File: config.mk
export PLATFORM = sky130hd
export DESIGN_NAME = dvtg_top
export DESIGN_NICKNAME = d
export VERILOG_FILES = /design/src/rtl/dvtg_pkg.sv /design/src/rtl/dvtg_sync_if.sv /design/src/rtl/dvtg_in_sync.sv /design/src/rtl/dvtg_top.sv
export SDC_FILE = /design/constraint.sdc
export NUM_CORES = 1
export LEC_CHECK = 0
export BUFFER_PORTS_ARGS = -buffer_cell sky130_fd_sc_hd__buf_2
export CAP_MARGIN = 10
export CELL_PAD_IN_SITES_DETAIL_PLACEMENT = 0
export CELL_PAD_IN_SITES_GLOBAL_PLACEMENT = 2
export CORE_ASPECT_RATIO = 2
export CORE_MARGIN = 10
export CORE_UTILIZATION = 34
export DETAILED_ROUTE_END_ITERATION = 10
export GPL_ROUTABILITY_DRIVEN = 0
export PLACE_DENSITY = 0.82
export SLEW_MARGIN = 40
export SYNTH_ARGS = -nofsm -noshare
export SYNTH_HDL_FRONTEND = slang
export SYNTH_SLANG_ARGS = --single-unit
File: constraint.sdc
create_clock -name i_mclk -period 3.7 [get_ports i_mclk]
set_input_delay 0.74 -clock i_mclk [delete_from_list [all_inputs] [get_ports i_mclk]]
set_output_delay 0.74 -clock i_mclk [all_outputs]
set_load 0.01 [all_outputs]
File: src/rtl/dvtg_pkg.sv
// Shared constants and types for the demodulation valid and trigger gate block
package dvtg_pkg;
	localparam int DVTG_SLOTS = 8;
	localparam int DVTG_SLOT_W = 3;
	localparam int DVTG_BITCNT_W = 8;
	// Burst section lengths in bits, normal burst layout by default
	localparam logic [7:0] DVTG_TAIL_BITS = 8'h03;
	localparam logic [7:0] DVTG_NB_DATA_BITS = 8'h3A;
	localparam logic [7:0] DVTG_NB_MID_BITS = 8'h1A;
	localparam logic [7:0] DVTG_AB_DATA_BITS = 8'h24;
	localparam logic [7:0] DVTG_AB_MID_BITS = 8'h29;
	localparam logic [7:0] DVTG_AB_TAIL2_BITS = 8'h03;
	localparam logic [7:0] DVTG_SB_DATA_BITS = 8'h27;
	localparam logic [7:0] DVTG_SB_MID_BITS = 8'h40;
	// Output bit clock divider: system clocks per demodulated bit
	localparam logic [7:0] DVTG_BIT_DIV = 8'h04;
	localparam logic DVTG_RST_LEVEL = 1'b0;
	// Trigger source selections
	typedef enum logic [1:0] {
		DVTG_TRIG_FREE = 2'h0,
		DVTG_TRIG_RF = 2'h1,
		DVTG_TRIG_EXT = 2'h2,
		DVTG_TRIG_PROT = 2'h3
	} dvtg_trig_e;
	// Burst types
	typedef enum logic [1:0] {
		DVTG_BURST_NORMAL = 2'h0,
		DVTG_BURST_SYNC = 2'h1,
		DVTG_BURST_ACCESS = 2'h2
	} dvtg_burst_e;
	// Burst sections, Gray coded in order of travel
	typedef enum logic [2:0] {
		DVTG_SEC_IDLE = 3'h0,
		DVTG_SEC_TAIL1 = 3'h1,
		DVTG_SEC_DATA1 = 3'h3,
		DVTG_SEC_MID = 3'h2,
		DVTG_SEC_DATA2 = 3'h6,
		DVTG_SEC_TAIL2 = 3'h7,
		DVTG_SEC_GUARD = 3'h5
	} dvtg_sec_e;
endpackage

File: src/rtl/dvtg_sync_if.sv
// Interface carrying synchronised external inputs between block modules
`timescale 1ns/1ps
interface dvtg_sync_if;
	logic trig_lvl;
	logic trig_rise;
	logic pulse_lvl;
	modport src (output trig_lvl, output trig_rise, output pulse_lvl);
	modport dst (input trig_lvl, input trig_rise, input pulse_lvl);
endinterface

File: src/rtl/dvtg_in_sync.sv
// Two-stage synchronisers and trigger edge detect for external inputs
`timescale 1ns/1ps
module dvtg_in_sync
	import dvtg_pkg::*;
(
	input wire logic i_mclk, // System clock
	input wire logic i_reset, // Synchronous reset
	input wire logic i_trig_in, // External measurement trigger pin
	input wire logic i_pulse_in, // External pulse modulation pin
	dvtg_sync_if.src sync // Synchronised levels and trigger edge
);
	logic [1:0] trig_sh_r;
	logic [1:0] pulse_sh_r;
	logic trig_last_r;

	always_ff @(posedge i_mclk) begin
		if (i_reset) begin
			trig_sh_r <= 2'h0;
			pulse_sh_r <= 2'h0;
			trig_last_r <= 1'b0;
		end else begin
			trig_sh_r <= {trig_sh_r[0], i_trig_in};
			pulse_sh_r <= {pulse_sh_r[0], i_pulse_in};
			trig_last_r <= trig_sh_r[1];
		end
	end

	assign sync.trig_lvl = trig_sh_r[1];
	assign sync.pulse_lvl = pulse_sh_r[1];
	assign sync.trig_rise = trig_sh_r[1] & ~trig_last_r;
endmodule

File: src/rtl/dvtg_top.sv
// Trigger routing, pulse amplitude gating and demodulation data valid strobe
`timescale 1ns/1ps
module dvtg_top
	import dvtg_pkg::*;
#(
	parameter int BIT_DIV = 4
) (
	input wire logic i_mclk, // 10 MHz system clock
	input wire logic i_reset, // Synchronous reset, active high
	input wire logic i_trig_in, // External measurement trigger pin
	input wire logic i_pulse_in, // External pulse modulation pin
	input wire logic i_pulse_ext_sel, // Pulse modulation source set to external
	input wire logic i_pulse_30db, // 30 dB pulse mode
	input wire logic [1:0] i_demod_trig_src, // Demodulator trigger source
	input wire logic [1:0] i_sync_trig_src, // Measurement sync trigger source
	input wire logic i_int_trig, // Internal trigger event for non-external sources
	input wire logic i_demod_sel, // Digital demodulation mode selected
	input wire logic i_demod_arm, // Digital demodulation armed
	input wire logic [2:0] i_slot_sel, // Timeslot to demodulate
	input wire logic [2:0] i_slot_now, // Current timeslot number
	input wire logic [1:0] i_burst_type, // Burst type being demodulated
	input wire logic i_demod_done, // Demodulation computation finished
	input wire logic i_demod_bit, // Next demodulated bit to shift out
	output logic o_rf_on, // RF amplitude gate, high is on
	output logic o_env_high, // Envelope at higher level in 30 dB mode
	output logic o_meas_trig, // Shared measurement trigger pulse
	output logic o_demod_start, // Start of demodulation capture
	output logic o_demod_data, // Demodulated data output
	output logic o_demod_clk, // Demodulated data bit clock
	output logic o_valid_n, // Front connector data valid, active low
	output logic o_system_bus_data_valid_line_n // System bus data valid, active low
);
	initial begin
		if (BIT_DIV < 2 || BIT_DIV > 255) begin
			$error("BIT_DIV out of range");
		end
		// Refuse table values that the slot compare or section counter cannot serve
		if (DVTG_SLOTS != (1 << DVTG_SLOT_W)) begin
			$error("Slot count does not match slot field width");
		end
		if (DVTG_TAIL_BITS == 8'h00 || DVTG_AB_TAIL2_BITS == 8'h00) begin
			$error("Burst tail length must be nonzero");
		end
		if (DVTG_NB_DATA_BITS == 8'h00 || DVTG_SB_DATA_BITS == 8'h00 ||
				DVTG_AB_DATA_BITS == 8'h00) begin
			$error("Burst data length must be nonzero");
		end
		if (DVTG_NB_MID_BITS == 8'h00 || DVTG_SB_MID_BITS == 8'h00 ||
				DVTG_AB_MID_BITS == 8'h00) begin
			$error("Burst midamble length must be nonzero");
		end
	end

	dvtg_sync_if sync_if ();

	dvtg_in_sync u_sync (
		.i_mclk(i_mclk),
		.i_reset(i_reset),
		.i_trig_in(i_trig_in),
		.i_pulse_in(i_pulse_in),
		.sync(sync_if.src)
	);

	// Trigger routing
	wire demod_ext = (i_demod_trig_src == DVTG_TRIG_EXT);
	wire meas_ext = (i_sync_trig_src == DVTG_TRIG_EXT);
	wire ext_used = demod_ext | meas_ext;
	wire ext_evt = ext_used & sync_if.trig_rise;
	wire meas_evt = meas_ext ? ext_evt : i_int_trig;
	wire demod_evt = demod_ext ? ext_evt : i_int_trig;

	// Pulse modulation
	wire pulse_lvl = i_pulse_ext_sel ? sync_if.pulse_lvl : 1'b1;
	wire rf_on_nxt = i_pulse_30db ? 1'b1 : pulse_lvl;
	wire env_high_nxt = i_pulse_30db ? pulse_lvl : 1'b1;

	// Demodulation output sequencer
	typedef enum logic [1:0] {
		DVTG_ST_IDLE = 2'h0,
		DVTG_ST_WAIT = 2'h1,
		DVTG_ST_CALC = 2'h3,
		DVTG_ST_SHIFT = 2'h2
	} dvtg_state_e;

	dvtg_state_e state_r;
	dvtg_state_e state_nxt;
	dvtg_sec_e sec_r;
	dvtg_sec_e sec_nxt;
	logic [7:0] bitcnt_r;
	logic [7:0] bitcnt_nxt;
	logic [7:0] div_r;
	logic [7:0] sec_len;
	logic [7:0] data_len;
	logic [7:0] mid_len;
	logic [7:0] tail2_len;
	logic valid_n_r;
	logic data_r;
	logic clk_r;
	logic rf_on_r;
	logic env_high_r;
	logic trig_r;
	logic start_r;

	wire armed = i_demod_sel & i_demod_arm;
	wire slot_hit = (i_slot_now == i_slot_sel);
	wire bit_tick = (state_r == DVTG_ST_SHIFT) && (div_r == 8'(BIT_DIV - 1));
	wire half_tick = (state_r == DVTG_ST_SHIFT) && (div_r == 8'(BIT_DIV / 2 - 1));
	wire sec_end = bit_tick && (bitcnt_r == sec_len - 8'h01);
	wire sec_shows = (sec_r != DVTG_SEC_IDLE) && (sec_r != DVTG_SEC_GUARD);

	// Section lengths by burst type
	always_comb begin
		data_len = DVTG_NB_DATA_BITS;
		mid_len = DVTG_NB_MID_BITS;
		tail2_len = DVTG_TAIL_BITS;
		unique case (i_burst_type)
			DVTG_BURST_SYNC: begin
				data_len = DVTG_SB_DATA_BITS;
				mid_len = DVTG_SB_MID_BITS;
			end
			DVTG_BURST_ACCESS: begin
				data_len = DVTG_AB_DATA_BITS;
				mid_len = DVTG_AB_MID_BITS;
				tail2_len = DVTG_AB_TAIL2_BITS;
			end
			default: begin
				data_len = DVTG_NB_DATA_BITS;
			end
		endcase
	end

	always_comb begin
		sec_len = DVTG_TAIL_BITS;
		unique case (sec_r)
			DVTG_SEC_DATA1, DVTG_SEC_DATA2: sec_len = data_len;
			DVTG_SEC_MID: sec_len = mid_len;
			DVTG_SEC_TAIL2: sec_len = tail2_len;
			default: sec_len = DVTG_TAIL_BITS;
		endcase
	end

	always_comb begin
		state_nxt = state_r;
		sec_nxt = sec_r;
		bitcnt_nxt = bitcnt_r;
		if (!armed) begin
			state_nxt = DVTG_ST_IDLE;
			sec_nxt = DVTG_SEC_IDLE;
			bitcnt_nxt = 8'h00;
		end else begin
			unique case (state_r)
				DVTG_ST_IDLE: state_nxt = DVTG_ST_WAIT;
				DVTG_ST_WAIT: begin
					if (demod_evt && slot_hit) begin
						state_nxt = DVTG_ST_CALC;
					end
				end
				DVTG_ST_CALC: begin
					if (i_demod_done) begin
						state_nxt = DVTG_ST_SHIFT;
						sec_nxt = DVTG_SEC_TAIL1;
						bitcnt_nxt = 8'h00;
					end
				end
				DVTG_ST_SHIFT: begin
					if (bit_tick) begin
						bitcnt_nxt = sec_end ? 8'h00 : bitcnt_r + 8'h01;
					end
					if (sec_end) begin
						unique case (sec_r)
							DVTG_SEC_TAIL1: sec_nxt = DVTG_SEC_DATA1;
							DVTG_SEC_DATA1: sec_nxt = DVTG_SEC_MID;
							DVTG_SEC_MID: sec_nxt = DVTG_SEC_DATA2;
							DVTG_SEC_DATA2: sec_nxt = DVTG_SEC_TAIL2;
							default: begin
								sec_nxt = DVTG_SEC_GUARD;
								state_nxt = DVTG_ST_WAIT;
							end
						endcase
					end
				end
			endcase
		end
	end

	// Divider restarts in the first shift cycle so every bit lasts BIT_DIV clocks
	wire [7:0] div_nxt = (state_r != DVTG_ST_SHIFT || bit_tick) ? 8'h00 : div_r + 8'h01;
	wire valid_nxt = armed && (state_r == DVTG_ST_SHIFT) && sec_shows;
	wire data_load = (div_r == 8'h00) && (state_r == DVTG_ST_SHIFT);
	wire clk_nxt = (state_r == DVTG_ST_SHIFT) && (half_tick || (clk_r && !bit_tick));
	wire start_nxt = (state_r == DVTG_ST_WAIT) && demod_evt && slot_hit && armed;

	// Sequencer state registers
	always_ff @(posedge i_mclk) begin
		if (i_reset) begin
			state_r <= DVTG_ST_IDLE;
		end else begin
			state_r <= state_nxt;
		end
	end

	always_ff @(posedge i_mclk) begin
		if (i_reset) begin
			sec_r <= DVTG_SEC_IDLE;
		end else begin
			sec_r <= sec_nxt;
		end
	end

	always_ff @(posedge i_mclk) begin
		if (i_reset) begin
			bitcnt_r <= 8'h00;
		end else begin
			bitcnt_r <= bitcnt_nxt;
		end
	end

	always_ff @(posedge i_mclk) begin
		if (i_reset) begin
			div_r <= 8'h00;
		end else begin
			div_r <= div_nxt;
		end
	end

	// Output registers, each output straight from a flop, both valid outputs from the one valid_n_r flop
	always_ff @(posedge i_mclk) begin
		if (i_reset) begin
			valid_n_r <= ~DVTG_RST_LEVEL;
		end else begin
			valid_n_r <= ~valid_nxt;
		end
	end

	// Data bit taken at the start of each bit period
	always_ff @(posedge i_mclk) begin
		if (i_reset) begin
			data_r <= 1'b0;
		end else if (data_load) begin
			data_r <= i_demod_bit;
		end
	end

	// Bit clock rises mid-bit so the far side samples settled data
	always_ff @(posedge i_mclk) begin
		if (i_reset) begin
			clk_r <= 1'b0;
		end else begin
			clk_r <= clk_nxt;
		end
	end

	always_ff @(posedge i_mclk) begin
		if (i_reset) begin
			rf_on_r <= 1'b0;
		end else begin
			rf_on_r <= rf_on_nxt;
		end
	end

	always_ff @(posedge i_mclk) begin
		if (i_reset) begin
			env_high_r <= 1'b0;
		end else begin
			env_high_r <= env_high_nxt;
		end
	end

	// Demod start is a one-cycle pulse; shared trigger is one cycle per pin edge, else follows i_int_trig
	always_ff @(posedge i_mclk) begin
		if (i_reset) begin
			trig_r <= 1'b0;
		end else begin
			trig_r <= meas_evt;
		end
	end

	always_ff @(posedge i_mclk) begin
		if (i_reset) begin
			start_r <= 1'b0;
		end else begin
			start_r <= start_nxt;
		end
	end

	assign o_valid_n = valid_n_r;
	assign o_system_bus_data_valid_line_n = valid_n_r;
	assign o_demod_data = data_r;
	assign o_demod_clk = clk_r;
	assign o_rf_on = rf_on_r;
	assign o_env_high = env_high_r;
	assign o_meas_trig = trig_r;
	assign o_demod_start = start_r;
endmodule

==> impl_table.tex, run 1 <==
\begin{tabular}{lr}
\hline
Metric & Value \\
\hline
\multicolumn{2}{l}{\textbf{Run status}} \\
Result of the run & complete, no violations \\
\multicolumn{2}{l}{\textbf{Pwr}} \\
Maximum ir drop on the vdd rail & 0.2689 mV \\
Power per Cell Area & roughly 330 nW/µm² \\
P\_leak & 0.9159 nW \\
Post-layout total power & just over 800 µW \\
\multicolumn{2}{l}{\textbf{Placed design}} \\
Post-detailed-placement half-perimeter wirelength & around 4600 µm \\
Cells after DPL & between 300 and 400 \\
Number of port buffers & 30 \\
\multicolumn{2}{l}{\textbf{Worst hold path}} \\
Path type of the worst min-delay path & reg2reg \\
\multicolumn{2}{l}{\textbf{Clocking}} \\
Buffer depth of the longest clock path & 2 \\
Worst skew pair latency & roughly 0.28 ns \\
Htree depth & 2 \\
CTS tree & built \\
Hold-fix buffers at CTS & 0 \\
Post-CTS repair timing setup buffer count & 0 \\
Inserted Clock Buffers & 5 \\
Clock-pin slew of the registers on the worst-case setup and hold paths & 0.05 ns \\
Number of gates resized after CTS & 0 \\
Root buf cell & clkbuf\_16 \\
Number of clock sinks & 33 \\
\multicolumn{2}{l}{\textbf{Critical path}} \\
Delay contributed by the slowest stage of the critical path & around 0.64 ns \\
Sort of element at the end of the critical path & flip-flop \\
Start-to-end type of the worst setup path & in2reg \\
Worst path slowest cell & or4\_4 \\
Type of origin of the critical path & input pin \\
Critical path data required time & slightly below 4 ns \\
Most used cell along the critical path & ha\_1 \\
Series of cell instances along the critical path & buf\_2 > inv\_1 > ha\_1 > mux2i\_1 > o211a\_1 > ha\_1 > xnor2\_1 > nand2b\_1 > a32oi\_1 > or4\_4 > or4\_1 > nand3\_1 \\
Minimum setup slack among reg-to-reg paths & between 0.7 and 0.8 ns \\
CP arrival & $\sim$3.5 ns \\
Crit-path max FO & 12 \\
\multicolumn{2}{l}{\textbf{Routing}} \\
Number of search-and-repair iterations in the first detailed-routing pass & 5 \\
Average detailed-routed wire length per instance & around 17 µm \\
ANT nets after route & 0 \\
Starting DRC count in detailed routing & 90 \\
Average vias per placed instance & 5.669 \\
Residual DRC count & 0 \\
Wirelength, routed & 5792 µm \\
Routed vias & 1967 \\
\multicolumn{2}{l}{\textbf{Synth}} \\
Syn nets & roughly 290 \\
Total number of yosys warnings & 0 \\
Avg Cell Area, Syn & between 8 and 9 µm² \\
Area contributors post-synth & dfxtp\_1, ha\_1, nand2\_1 \\
Number of synthesized flops with an enable pin & 0 \\
Register bit total from synthesis & 33 \\
Synthesized area & approximately 2100 µm² \\
Share of the yosys chip area belonging to registers & a little under a third \\
Post-synthesis cell count & between 200 and 300 \\
Proportion of synthesized flip-flops having asynchronous set or reset & 0\% \\
Leading register cell type out of synthesis & dfxtp\_1 \\
Fraction of synthesized cell area taken by the top area cell type & a little under a third \\
Cell taking the most area after synthesis & dfxtp\_1 \\
Number of distinct library cell variants in the gate-level netlist after synthesis & 54 \\
\multicolumn{2}{l}{\textbf{Job}} \\
Maxcap violations & 0 \\
\multicolumn{2}{l}{\textbf{STA}} \\
Final setup vio count & 0 \\
Slew at the pin with the worst max-slew slack & around 0.5 ns \\
Tightest slew margin relative to the limit & 66.14\% \\
RSZ-0062 raised after global routing & false \\
Highest Clock Rate & roughly 300 MHz \\
Fin. max-slew vios & 0 \\
Endpoints failing hold & 0 \\
Largest clock skew in the final design & roughly 0.007 ns \\
Post-layout min period & roughly 3.3 ns \\
Setup TNS Final & 0 ns \\
Final period util & 89.71\% \\
\multicolumn{2}{l}{\textbf{Floorplan}} \\
Total Die Area & 9895 µm² \\
Floorplan die height & 131.0 µm \\
Ports & 31 \\
Chip Width & $\sim$76 µm \\
Std-Cell Rows & 40 \\
Std-Cell Core Area & about 6000 µm² \\
Initial Utilization & 34.90\% \\
\multicolumn{2}{l}{\textbf{GRT}} \\
Maximum number of pins on one net before global-route repair & 16 \\
GR met1 Demand/Resource & 11.43\% \\
Number of antenna violations at the first check in global routing & 0 \\
Vias in the first global route & 2004 \\
Peak-usage layer in the global routing report & met2 \\
All-layer global routing usage & 12.83\% \\
Met3 usage & under 10\% \\
First-pass GRT wire length & $\sim$9600 µm \\
Gr ovfl total & 0 \\
Met2 routing resource usage after global routing & about a quarter \\
\multicolumn{2}{l}{\textbf{Cells and area}} \\
Nets & 314 \\
\# diodes & 0 \\
Fraction of layout instances using a drive strength above 1 & 18.31\% \\
Fill cell instance count of the final layout & approximately 640 \\
Area growth syn-to-layout & 15.94\% \\
Reg area & roughly 660 µm² \\
Layout Cells excl Fill & 347 \\
Multi-input combinational cell area & roughly 1300 µm² \\
Post-Route Utilization & about two fifths \\
\hline
\end{tabular}
-- cell families (layout without fill, tap and decap cells) --
family / count (synthesis) / after routing / synth area share, %
compound gates: 51 / 51 / 18.75
xor+xnor: 13 / 13 / 5.433
fa+ha+maj: 8 / 8 / 4.776
buf+inv: 26 / 55 / 5.433
flops: 33 / 33 / 31.52
mux: 6 / 6 / 2.866
simple gates: 118 / 118 / 31.22
-- synth_stat cells (7+ instances only) --
cell	instances
dfxtp_1	33
nand2_1	25
nor2_1	18
nor2b_1	13
inv_1	12
nor4_1	11
nand3_1	10
a21oi_1	8
ha_1	8
clkbuf_1	7
xnor2_1	7
-- cell type report --
cell class                 count  share of cell area (%)
timing repair buffer          35                   7.724
multi-input combinational    196                   54.38
clock buffer                   8                   5.613
inverter                      12                   1.854
tap                           63                   3.244
sequential                    33                   27.19
-- routing by layer --
metal,routed length [µm],up-vias
li1,-,983
met2,3385,53
met5,0,-
met4,195,0
met1,1992,916
met3,219,15
-- power by group --
| part | switching (mW) | internal, mW |
|---|---|---|
| sequential | 0.00174 | 0.361 |
| clock | 0.145 | 0.250 |
| combinational | 0.0284 | 0.0241 |
-- cells in the final DEF (no fill, tap or decap), types with 4 or more instances in the layout --
master	instances
ha_1	8
o311ai_1	6
nor3_1	4
and3_1	4
nor2b_1	13
nor4_1	11
nor2_1	18
xor2_1	6
nand2b_1	5
xnor2_1	7
dfxtp_1	33
a21oi_1	8
clkbuf_16	5
nand3_1	10
nand2_1	25
buf_2	30
buf_4	5
o21ai_0	6
or2_2	5
nor3b_1	4
inv_1	12
mux2i_1	6
o211ai_1	6
-- critical path, delay by kind of cell --
kind / cells / cell delay, ns
AND/OR/NAND/NOR: 4 / 1.39
adder cells (fa/ha/maj): 2 / 0.47
AO/OA/AOI/OAI: 2 / 0.34
XOR/XNOR: 1 / 0.28
buffers and inverters: 2 / 0.18
multiplexers: 1 / 0.14
-- registers in the layout, summed over array words and instances, names as in the netlist --
register / cells
o_rf_on: 1
bitcnt_r: 8
u_sync.pulse_sh_r: 2
o_demod_clk: 1
u_sync.trig_sh_r: 2
o_demod_start: 1
div_r: 8
sec_r: 3
o_meas_trig: 1
o_demod_data: 1
o_env_high: 1
o_system_bus_data_valid_line_n: 1
u_sync.trig_last_r: 1
state_r: 2
-- worst paths after layout --
path	from	end	cells past startpoint
max	i_burst_type[1]	sec_r[1]	12
min	u_sync.trig_sh_r[0]	u_sync.trig_sh_r[1]	1
min reg2reg	u_sync.trig_sh_r[0]	u_sync.trig_sh_r[1]	1
max reg2reg	sec_r[2]	sec_r[1]	9
-- per-stage QoR --
| step | hold slack, ns | instance area, µm² | worst slack, ns |
|---|---|---|---|
| 4_1_cts | 0.4483 | 2430 | 0.4030 |
| 6_report | 0.4386 | 2430 | 0.3808 |
| 5_1_grt | 0.4679 | 2430 | 0.1920 |
| 3_3_place_gp | 0.4240 | 2293 | 0.1582 |
| 3_5_place_dp | 0.4236 | 2293 | 0.1133 |
| 2_1_floorplan | 0.4138 | 2096 | 0.3152 |
No activity file was read; power rests on OpenSTA's default activity.
==> run 2, diff against run 1 <==
Settings changed: ABC_AREA set to 1, CORE_UTILIZATION 34 to 30, PLACE_DENSITY 0.82 to 0.79.
==> impl_table.tex, run 2 <==
\begin{tabular}{lr}
\hline
Metric & Value \\
\hline
\multicolumn{2}{l}{\textbf{Cells and area}} \\
Fill cell instance count of the final layout & 679 (was 641) \\
Fraction of layout instances using a drive strength above 1 & 15.46\% (was 18.31\%) \\
Multi-input combinational cell area & 993.5 µm² (was 1321 µm²) \\
Area growth syn-to-layout & 17.99\% (was 15.94\%) \\
Total non-filler cell area in the finished layout & 2191 µm² (was 2430 µm²) \\
\# diodes & 0 (unchanged) \\
Reg area & 660.6 µm² (unchanged) \\
Commonest non-fill, non-tap cells in the layout & nand2\_1, inv\_1, nor2\_1 (was dfxtp\_1, buf\_2, nand2\_1) \\
Leading cell type in the layout, fill and taps excluded & nand2\_1 (was dfxtp\_1) \\
Nets & 334 (was 314) \\
Largest regs & bitcnt\_r: 8 flops, div\_r: 8 flops, sec\_r: 3 flops (unchanged) \\
Layout Cells excl Fill & 367 (was 347) \\
\multicolumn{2}{l}{\textbf{Pwr}} \\
Power per Cell Area & 366.5 nW/µm² (was 333.2 nW/µm²) \\
Combinational share of power & 5.6\% (was 6.5\%) \\
Cell Int Power & 628.3 µW (was 634.8 µW) \\
P\_leak & 0.9925 nW (was 0.9159 nW) \\
Net switching fraction of the power & 21.74\% (was 21.61\%) \\
Net Switching & 174.5 µW (was 175.0 µW) \\
Maximum ir drop on the vdd rail & 0.2469 mV (was 0.2689 mV) \\
Part of the total power dissipated in the clock network & 49.2\% (was 48.7\%) \\
Sequential group share of total power & 45.2\% (was 44.8\%) \\
\multicolumn{2}{l}{\textbf{STA}} \\
Final setup vio count & 0 (unchanged) \\
Endpoints failing hold & 0 (unchanged) \\
Final period util & 70.61\% (was 89.71\%) \\
Post-layout min period & 2.612 ns (was 3.319 ns) \\
Fin. max-slew vios & 0 (unchanged) \\
Tightest slew margin relative to the limit & 65.85\% (was 66.14\%) \\
Setup TNS Final & 0 ns (unchanged) \\
Slew at the pin with the worst max-slew slack & 0.5108 ns (was 0.5008 ns) \\
Largest clock skew in the final design & 0.005544 ns (was 0.007215 ns) \\
RSZ-0062 raised after global routing & false (unchanged) \\
Highest Clock Rate & 382.8 MHz (was 301.3 MHz) \\
\multicolumn{2}{l}{\textbf{Floorplan}} \\
Initial Utilization & 30.92\% (was 34.90\%) \\
Total Die Area & 9927 µm² (was 9895 µm²) \\
Chip Width & 75.63 µm (was 75.52 µm) \\
Std-Cell Core Area & 6006 µm² (unchanged) \\
Ports & 31 (unchanged) \\
Std-Cell Rows & 40 (unchanged) \\
Floorplan die height & 131.3 µm (was 131.0 µm) \\
\multicolumn{2}{l}{\textbf{Critical path}} \\
Worst path slowest cell & ha\_1 (was or4\_4) \\
Type of origin of the critical path & input pin (unchanged) \\
Series of cell instances along the critical path & buf\_2 > inv\_1 > ha\_1 > nand2\_1 > nand3\_1 > inv\_1 > ha\_1 > a21oi\_1 > o21ai\_0 > nor2\_1 > nand3\_1 > nor2\_1 > nand3\_2 > nand2\_2 > nand2\_1 > a21oi\_1 (was buf\_2 > inv\_1 > ha\_1 > mux2i\_1 > o211a\_1 > ha\_1 > xnor2\_1 > nand2b\_1 > a32oi\_1 > or4\_4 > or4\_1 > nand3\_1) \\
CP arrival & 2.81 ns (was 3.54 ns) \\
Delay contributed by the slowest stage of the critical path & 0.36 ns (was 0.64 ns) \\
Critical path data required time & 3.90 ns (was 3.92 ns) \\
Start-to-end type of the worst setup path & in2reg (unchanged) \\
Crit-path max FO & 13 (was 12) \\
Sort of element at the end of the critical path & flip-flop (unchanged) \\
\multicolumn{2}{l}{\textbf{Routing}} \\
Met3 wire len & 144 µm (was 219 µm) \\
Average vias per placed instance & 4.687 (was 5.669) \\
Met1 Routed Length & 1661 µm (was 1992 µm) \\
ANT nets after route & 0 (unchanged) \\
Routed vias & 1720 (was 1967) \\
Wirelength, routed & 4759 µm (was 5792 µm) \\
Number of search-and-repair iterations in the first detailed-routing pass & 4 (was 5) \\
Average detailed-routed wire length per instance & 12.97 µm (was 16.69 µm) \\
Residual DRC count & 0 (unchanged) \\
Detailed-routed wire length on met2 & 2766 µm (was 3385 µm) \\
Highest routed layer & met4 (unchanged) \\
Starting DRC count in detailed routing & 57 (was 90) \\
\multicolumn{2}{l}{\textbf{GRT}} \\
Gr ovfl total & 0 (unchanged) \\
Maximum number of pins on one net before global-route repair & 14 (was 16) \\
Vias in the first global route & 1794 (was 2004) \\
All-layer global routing usage & 10.60\% (was 12.83\%) \\
Number of antenna violations at the first check in global routing & 0 (unchanged) \\
First-pass GRT wire length & 8169 µm (was 9625 µm) \\
\multicolumn{2}{l}{\textbf{Synth}} \\
Fraction of synthesized cell area taken by the top area cell type & 35.58\% (was 31.52\%) \\
Leading cell type by number of instances after synthesis & nand2\_1 (was dfxtp\_1) \\
Number of synthesized flops with an enable pin & 0 (unchanged) \\
Combinational family with the most area after synthesis & simple AND/OR/NAND/NOR gates (unchanged) \\
Syn nets & 301 (was 286) \\
Post-synthesis cell count & 270 (was 255) \\
Register bit total from synthesis & 33 (unchanged) \\
Leading register cell type out of synthesis & dfxtp\_1 (unchanged) \\
Share of the yosys chip area belonging to registers & 35.58\% (was 31.52\%) \\
Fraction of synthesized cell area in xor and xnor cells & 5.660\% (was 5.433\%) \\
Commonest cells in the synthesized netlist & nand2\_1, inv\_1, nor2\_1 (was dfxtp\_1, nand2\_1, nor2\_1) \\
Avg Cell Area, Syn & 6.877 µm² (was 8.219 µm²) \\
Post-synthesis adder-cell area fraction & 5.391\% (was 4.776\%) \\
Fraction of synthesized area in multiplexers & 1.146\% (was 2.866\%) \\
Post-synthesis compound-gate area fraction & 6.536\% (was 18.75\%) \\
Proportion of synthesized flip-flops having asynchronous set or reset & 0\% (unchanged) \\
Simple-gate share of the synthesized area & 34.77\% (was 31.22\%) \\
Number of distinct library cell variants in the gate-level netlist after synthesis & 30 (was 54) \\
Synthesized area & 1857 µm² (was 2096 µm²) \\
Cell taking the most area after synthesis & dfxtp\_1 (unchanged) \\
Total number of yosys warnings & 0 (unchanged) \\
Area contributors post-synth & dfxtp\_1, nand2\_1, inv\_1 (was dfxtp\_1, ha\_1, nand2\_1) \\
\multicolumn{2}{l}{\textbf{Clocking}} \\
Worst skew pair latency & 0.28 ns (about the same) \\
Hold-fix buffers at CTS & 0 (unchanged) \\
Root buf cell & clkbuf\_16 (unchanged) \\
Number of clock sinks & 33 (unchanged) \\
Post-CTS repair timing setup buffer count & 0 (unchanged) \\
Htree depth & 2 (unchanged) \\
Clock-pin slew of the registers on the worst-case setup and hold paths & 0.05 ns (about the same) \\
Number of gates resized after CTS & 0 (unchanged) \\
CTS tree & built (unchanged) \\
Inserted Clock Buffers & 5 (unchanged) \\
Buffer depth of the longest clock path & 2 (unchanged) \\
\multicolumn{2}{l}{\textbf{Placed design}} \\
Number of port buffers & 30 (unchanged) \\
Instance area at placement & 2052 µm² (was 2293 µm²) \\
Post-detailed-placement half-perimeter wirelength & 3994 µm (was 4607 µm) \\
Cells after DPL & 359 (was 339) \\
\multicolumn{2}{l}{\textbf{Worst hold path}} \\
Path type of the worst min-delay path & reg2reg (unchanged) \\
\multicolumn{2}{l}{\textbf{Run status}} \\
Result of the run & complete, no violations (unchanged) \\
\multicolumn{2}{l}{\textbf{Job}} \\
Maxcap violations & 0 (unchanged) \\
\hline
\end{tabular}
==> run 2: cell types whose count changed after synthesis, moves of 9 or more <==
cell,before,now
nor2_1,18,36
nor4_1,11,2
nand2_1,25,57
nor2b_1,13,0
nor3_1,4,13
nand3_1,10,22
inv_1,12,43
==> run 2: layout make-up <==
cell class	instances	area share, %
Sequential cell	33	30.15
Clock inverter	2	0.4569
Timing Repair Buffer	30	6.853
Multi-Input combinational cell	188	45.35
Clock buffer	6	5.882
Inverter	45	7.710
Tap cell	63	3.598
==> run 2: power by group through the flow <==
stage	clock (mW)	sequential (mW)	combinational [mW]
6_report	0.395	0.363	0.0446
3_5_place_dp	0	0.371	0.0456
5_1_grt	0.426	0.363	0.0522
3_3_place_gp	0	0.371	0.0454
2_1_floorplan	0	0.372	0.0225
4_1_cts	0.412	0.363	0.0458
==> run 2: layer usage <==
metal | GRT usage [%] | vias up
met5 | 0 | -
met4 | 6.549 | 0
met3 | 2.338 | 12
met2 | 20.24 | 28
met1 | 8.965 | 751
li1 | - | 929
==> run 2: worst paths after layout <==
path                       startpoint  cells after the start             endpoint  slack [ns]
hold reg to reg   u_sync.trig_sh_r[0]                      2  u_sync.trig_sh_r[1]        0.40
setup / recovery      i_burst_type[0]                     16             sec_r[0]        1.09
setup reg to reg             sec_r[1]                     15             sec_r[0]        1.17
hold / removal    u_sync.trig_sh_r[0]                      2  u_sync.trig_sh_r[1]        0.40
==> run 2: critical path, delay by kind of cell <==
kind / cells / cell delay, ns
and+or+nand+nor: 8 / 0.90
buffers and inverters: 3 / 0.18
adders and majority gates: 2 / 0.63
AOI/OAI and AO/OA: 3 / 0.35
==> run 2: cell families after synthesis <==
logic type | count (synthesis)
fa+ha+maj | 8
simple gates | 145
buf+inv | 49
compound gates | 21
flops | 33
mux | 2
xor+xnor | 12
==> run 2: stage by stage <==
stage	hold WS, ns	util, %	power, mW	setup slack (ns)
5_1_grt	0.4119	36.48	0.8412	0.8038
3_3_place_gp	0.3934	34.17	0.4161	0.8348
4_1_cts	0.4053	36.48	0.8209	1.087
6_report	0.4016	36.48	0.8028	1.088
3_5_place_dp	0.3971	34.17	0.4164	0.8020
2_1_floorplan	0.3883	-	0.3945	1.160
==> run 3, diff against run 2 <==
Settings changed: CORE_UTILIZATION 30 to 27, PLACE_DENSITY 0.79 to 0.76.
Clock period 3.7 ns to 2.3 ns, I/O delays scaled along.
==> impl_table.tex, run 3 (synthesis results as in run 2) <==
\begin{tabular}{lr}
\hline
Metric & Value \\
\hline
\multicolumn{2}{l}{\textbf{Clocking}} \\
Root buf cell & clkbuf\_16 (unchanged) \\
Worst skew pair latency & 0.28 ns (about the same) \\
Inserted Clock Buffers & 5 (unchanged) \\
Number of clock sinks & 33 (unchanged) \\
Clock-pin slew of the registers on the worst-case setup and hold paths & 0.05 ns (about the same) \\
CTS tree & built (unchanged) \\
Buffer depth of the longest clock path & 2 (unchanged) \\
Htree depth & 2 (unchanged) \\
Hold-fix buffers at CTS & 0 (unchanged) \\
\multicolumn{2}{l}{\textbf{Routing}} \\
Number of search-and-repair iterations in the first detailed-routing pass & 4 (unchanged) \\
Routed vias & 1847 (was 1720) \\
ANT nets after route & 0 (unchanged) \\
Wirelength, routed & 5019 µm (was 4759 µm) \\
Starting DRC count in detailed routing & 46 (was 57) \\
Average vias per placed instance & 4.377 (was 4.687) \\
Residual DRC count & 0 (unchanged) \\
Average detailed-routed wire length per instance & 11.89 µm (was 12.97 µm) \\
\multicolumn{2}{l}{\textbf{Pwr}} \\
Cell Int Power & 1.045 mW (was 628.3 µW) \\
Net switching fraction of the power & 20.78\% (was 21.74\%) \\
P\_leak & 1.144 nW (was 0.9925 nW) \\
Maximum ir drop on the vdd rail & 0.4708 mV (was 0.2469 mV) \\
Net Switching & 273.9 µW (was 174.5 µW) \\
Combinational share of power & 6.4\% (was 5.6\%) \\
Sequential group share of total power & 44.2\% (was 45.2\%) \\
Part of the total power dissipated in the clock network & 49.4\% (was 49.2\%) \\
Power per Cell Area & 516.0 nW/µm² (was 366.5 nW/µm²) \\
\multicolumn{2}{l}{\textbf{STA}} \\
Endpoints failing hold & 0 (unchanged) \\
Slew at the pin with the worst max-slew slack & 0.3461 ns (was 0.5108 ns) \\
Fin. max-slew vios & 0 (unchanged) \\
Post-layout min period & approximately 2.1 ns \\
Final setup vio count & 0 (unchanged) \\
Setup TNS Final & 0 ns (unchanged) \\
Tightest slew margin relative to the limit & 76.75\% (was 65.85\%) \\
Highest Clock Rate & between 400 and 500 MHz \\
Final period util & about nine tenths \\
Largest clock skew in the final design & 0.004200 ns (was 0.005544 ns) \\
Final critical-path setup slack & 0.1985 ns (was 1.088 ns) \\
\multicolumn{2}{l}{\textbf{Cells and area}} \\
Area growth syn-to-layout & 37.60\% (was 17.99\%) \\
Leading cell type in the layout, fill and taps excluded & nand2\_1 (unchanged) \\
Fraction of layout instances using a drive strength above 1 & 28.44\% (was 15.46\%) \\
\# diodes & 0 (unchanged) \\
Commonest non-fill, non-tap cells in the layout & nand2\_1, inv\_1, nor2\_1 (unchanged) \\
Reg area & 669.4 µm² (was 660.6 µm²) \\
Fill cell instance count of the final layout & 752 (was 679) \\
Nets & 365 (was 334) \\
Largest regs & bitcnt\_r: 8 flops, div\_r: 8 flops, sec\_r: 3 flops (unchanged) \\
Multi-input combinational cell area & 1065 µm² (was 993.5 µm²) \\
\multicolumn{2}{l}{\textbf{Job}} \\
Maxcap violations & 0 (unchanged) \\
\multicolumn{2}{l}{\textbf{GRT}} \\
First-pass GRT wire length & 8507 µm (was 8169 µm) \\
Vias in the first global route & 1933 (was 1794) \\
Number of antenna violations at the first check in global routing & 0 (unchanged) \\
Gr ovfl total & 0 (unchanged) \\
Maximum number of pins on one net before global-route repair & 13 (was 14) \\
All-layer global routing usage & 10.04\% (was 10.60\%) \\
\multicolumn{2}{l}{\textbf{Critical path}} \\
Sort of element at the end of the critical path & flip-flop (unchanged) \\
Minimum setup slack among reg-to-reg paths & 0.20 ns (was 1.17 ns) \\
Type of origin of the critical path & flip-flop (was input pin) \\
Worst Reg2Reg Path Length in Cells & 15 (unchanged) \\
Critical path data required time & 2.50 ns (was 3.90 ns) \\
Crit-path max FO & 8 (was 13) \\
Start-to-end type of the worst setup path & reg2reg (was in2reg) \\
Capture instance of the worst register-to-register path & bitcnt\_r[2] (was sec\_r[0]) \\
Start of the worst register-to-register path & sec\_r[0] (was sec\_r[1]) \\
CP arrival & 2.30 ns (was 2.81 ns) \\
\multicolumn{2}{l}{\textbf{Floorplan}} \\
Chip Width & 78.64 µm (was 75.63 µm) \\
Floorplan die height & 137.3 µm (was 131.3 µm) \\
Std-Cell Core Area & 6674 µm² (was 6006 µm²) \\
Std-Cell Rows & 42 (was 40) \\
Total Die Area & 10800 µm² (was 9927 µm²) \\
Ports & 31 (unchanged) \\
Initial Utilization & 27.82\% (was 30.92\%) \\
\multicolumn{2}{l}{\textbf{Placed design}} \\
Pre-CTS worst setup slack & -0.1965 ns (was 0.8020 ns) \\
Number of port buffers & 30 (unchanged) \\
Post-detailed-placement half-perimeter wirelength & 4168 µm (was 3994 µm) \\
\multicolumn{2}{l}{\textbf{Worst hold path}} \\
Worst hold path cell count & 3 (was 2) \\
Worst min-delay path endpoint & u\_sync.pulse\_sh\_r[0] (was u\_sync.trig\_sh\_r[1]) \\
Origin of the worst min-delay path & i\_pulse\_in (was u\_sync.trig\_sh\_r[0]) \\
Path type of the worst min-delay path & in2reg (was reg2reg) \\
\multicolumn{2}{l}{\textbf{Run status}} \\
Result of the run & complete, no violations (unchanged) \\
\hline
\end{tabular}
run 3: cell types whose count changed in the layout (fill, tap and decap cells not counted), sizes merged:
cell / previous run / this run
buf: 30 / 61
clkinv: 2 / 0
clkbuf: 6 / 7
run 3: worst max path at each step:
stage                               start     endpoint  slack [ns]  depth (start not counted)
after floorplan           i_burst_type[0]     sec_r[2]        0.04                         16
after global placement    i_burst_type[1]   state_r[1]       -0.15                         18
after detailed placement  i_burst_type[0]   state_r[1]       -0.20                         18
after CTS                        sec_r[0]   state_r[1]        0.02                         18
after global routing             sec_r[0]   state_r[1]      -0.004                         18
final                            sec_r[0]  bitcnt_r[2]        0.20                         15
run 3: timing repair:
action	4_1_cts	5_1_grt
pin swaps	0	8
gates resized for setup	2	22
setup endpoints to repair	13	13
buffers inserted	0	5
cloned	0	0
run 3: power by group through the flow:
stage | sequential [mW] | combinational, mW | clock, mW
5_1_grt | 0.583 | 0.0953 | 0.699
3_5_place_dp | 0.597 | 0.0816 | 0
4_1_cts | 0.584 | 0.0821 | 0.680
3_3_place_gp | 0.597 | 0.0807 | 0
6_report | 0.583 | 0.0847 | 0.651
2_1_floorplan | 0.598 | 0.0362 | 0
run 3: worst max-delay path: stages (launching register included):
cell	delay (ns)
dfxtp_2	0.33
inv_2	0.09
nand2_2	0.08
nor2_4	0.15
nand2_2	0.07
nand3_2	0.08
inv_2	0.04
ha_4	0.15
xor2_1	0.14
or2_2	0.29
nand3_1	0.08
nor2_2	0.04
nand3_2	0.06
nand2_2	0.11
buf_12	0.17
nor3_1	0.13
run 3: layout make-up:
cell class	count	area share (%)
Multi-Input combinational cell	188	41.67
Sequential cell	33	26.20
Timing Repair Buffer	61	15.62
Inverter	45	6.611
Clock buffer	7	5.583
Tap cell	88	4.310
run 3: per-stage QoR:
| stage | power (mW) | util (%) | hold WS [ns] | cell area (µm²) | std cells |
|---|---|---|---|---|---|
| finish | 1.318 | 38.28 | 0.3902 | 2555 | 422 |
| global route | 1.377 | 38.28 | 0.3962 | 2555 | 422 |
| CTS | 1.346 | 36.52 | 0.3782 | 2437 | 417 |
| detailed placement | 0.6782 | 34.33 | 0.3984 | 2291 | 410 |
| global placement | 0.6774 | 34.33 | 0.3914 | 2291 | 410 |
| floorplan | 0.6346 | - | 0.3883 | 1857 | 270 |
run 3: per-layer routing:
metal	wire length, µm	track usage, %
met1	1700	7.654
met2	3034	21.00
met3	108	1.958
met4	176	6.814
met5	0	0
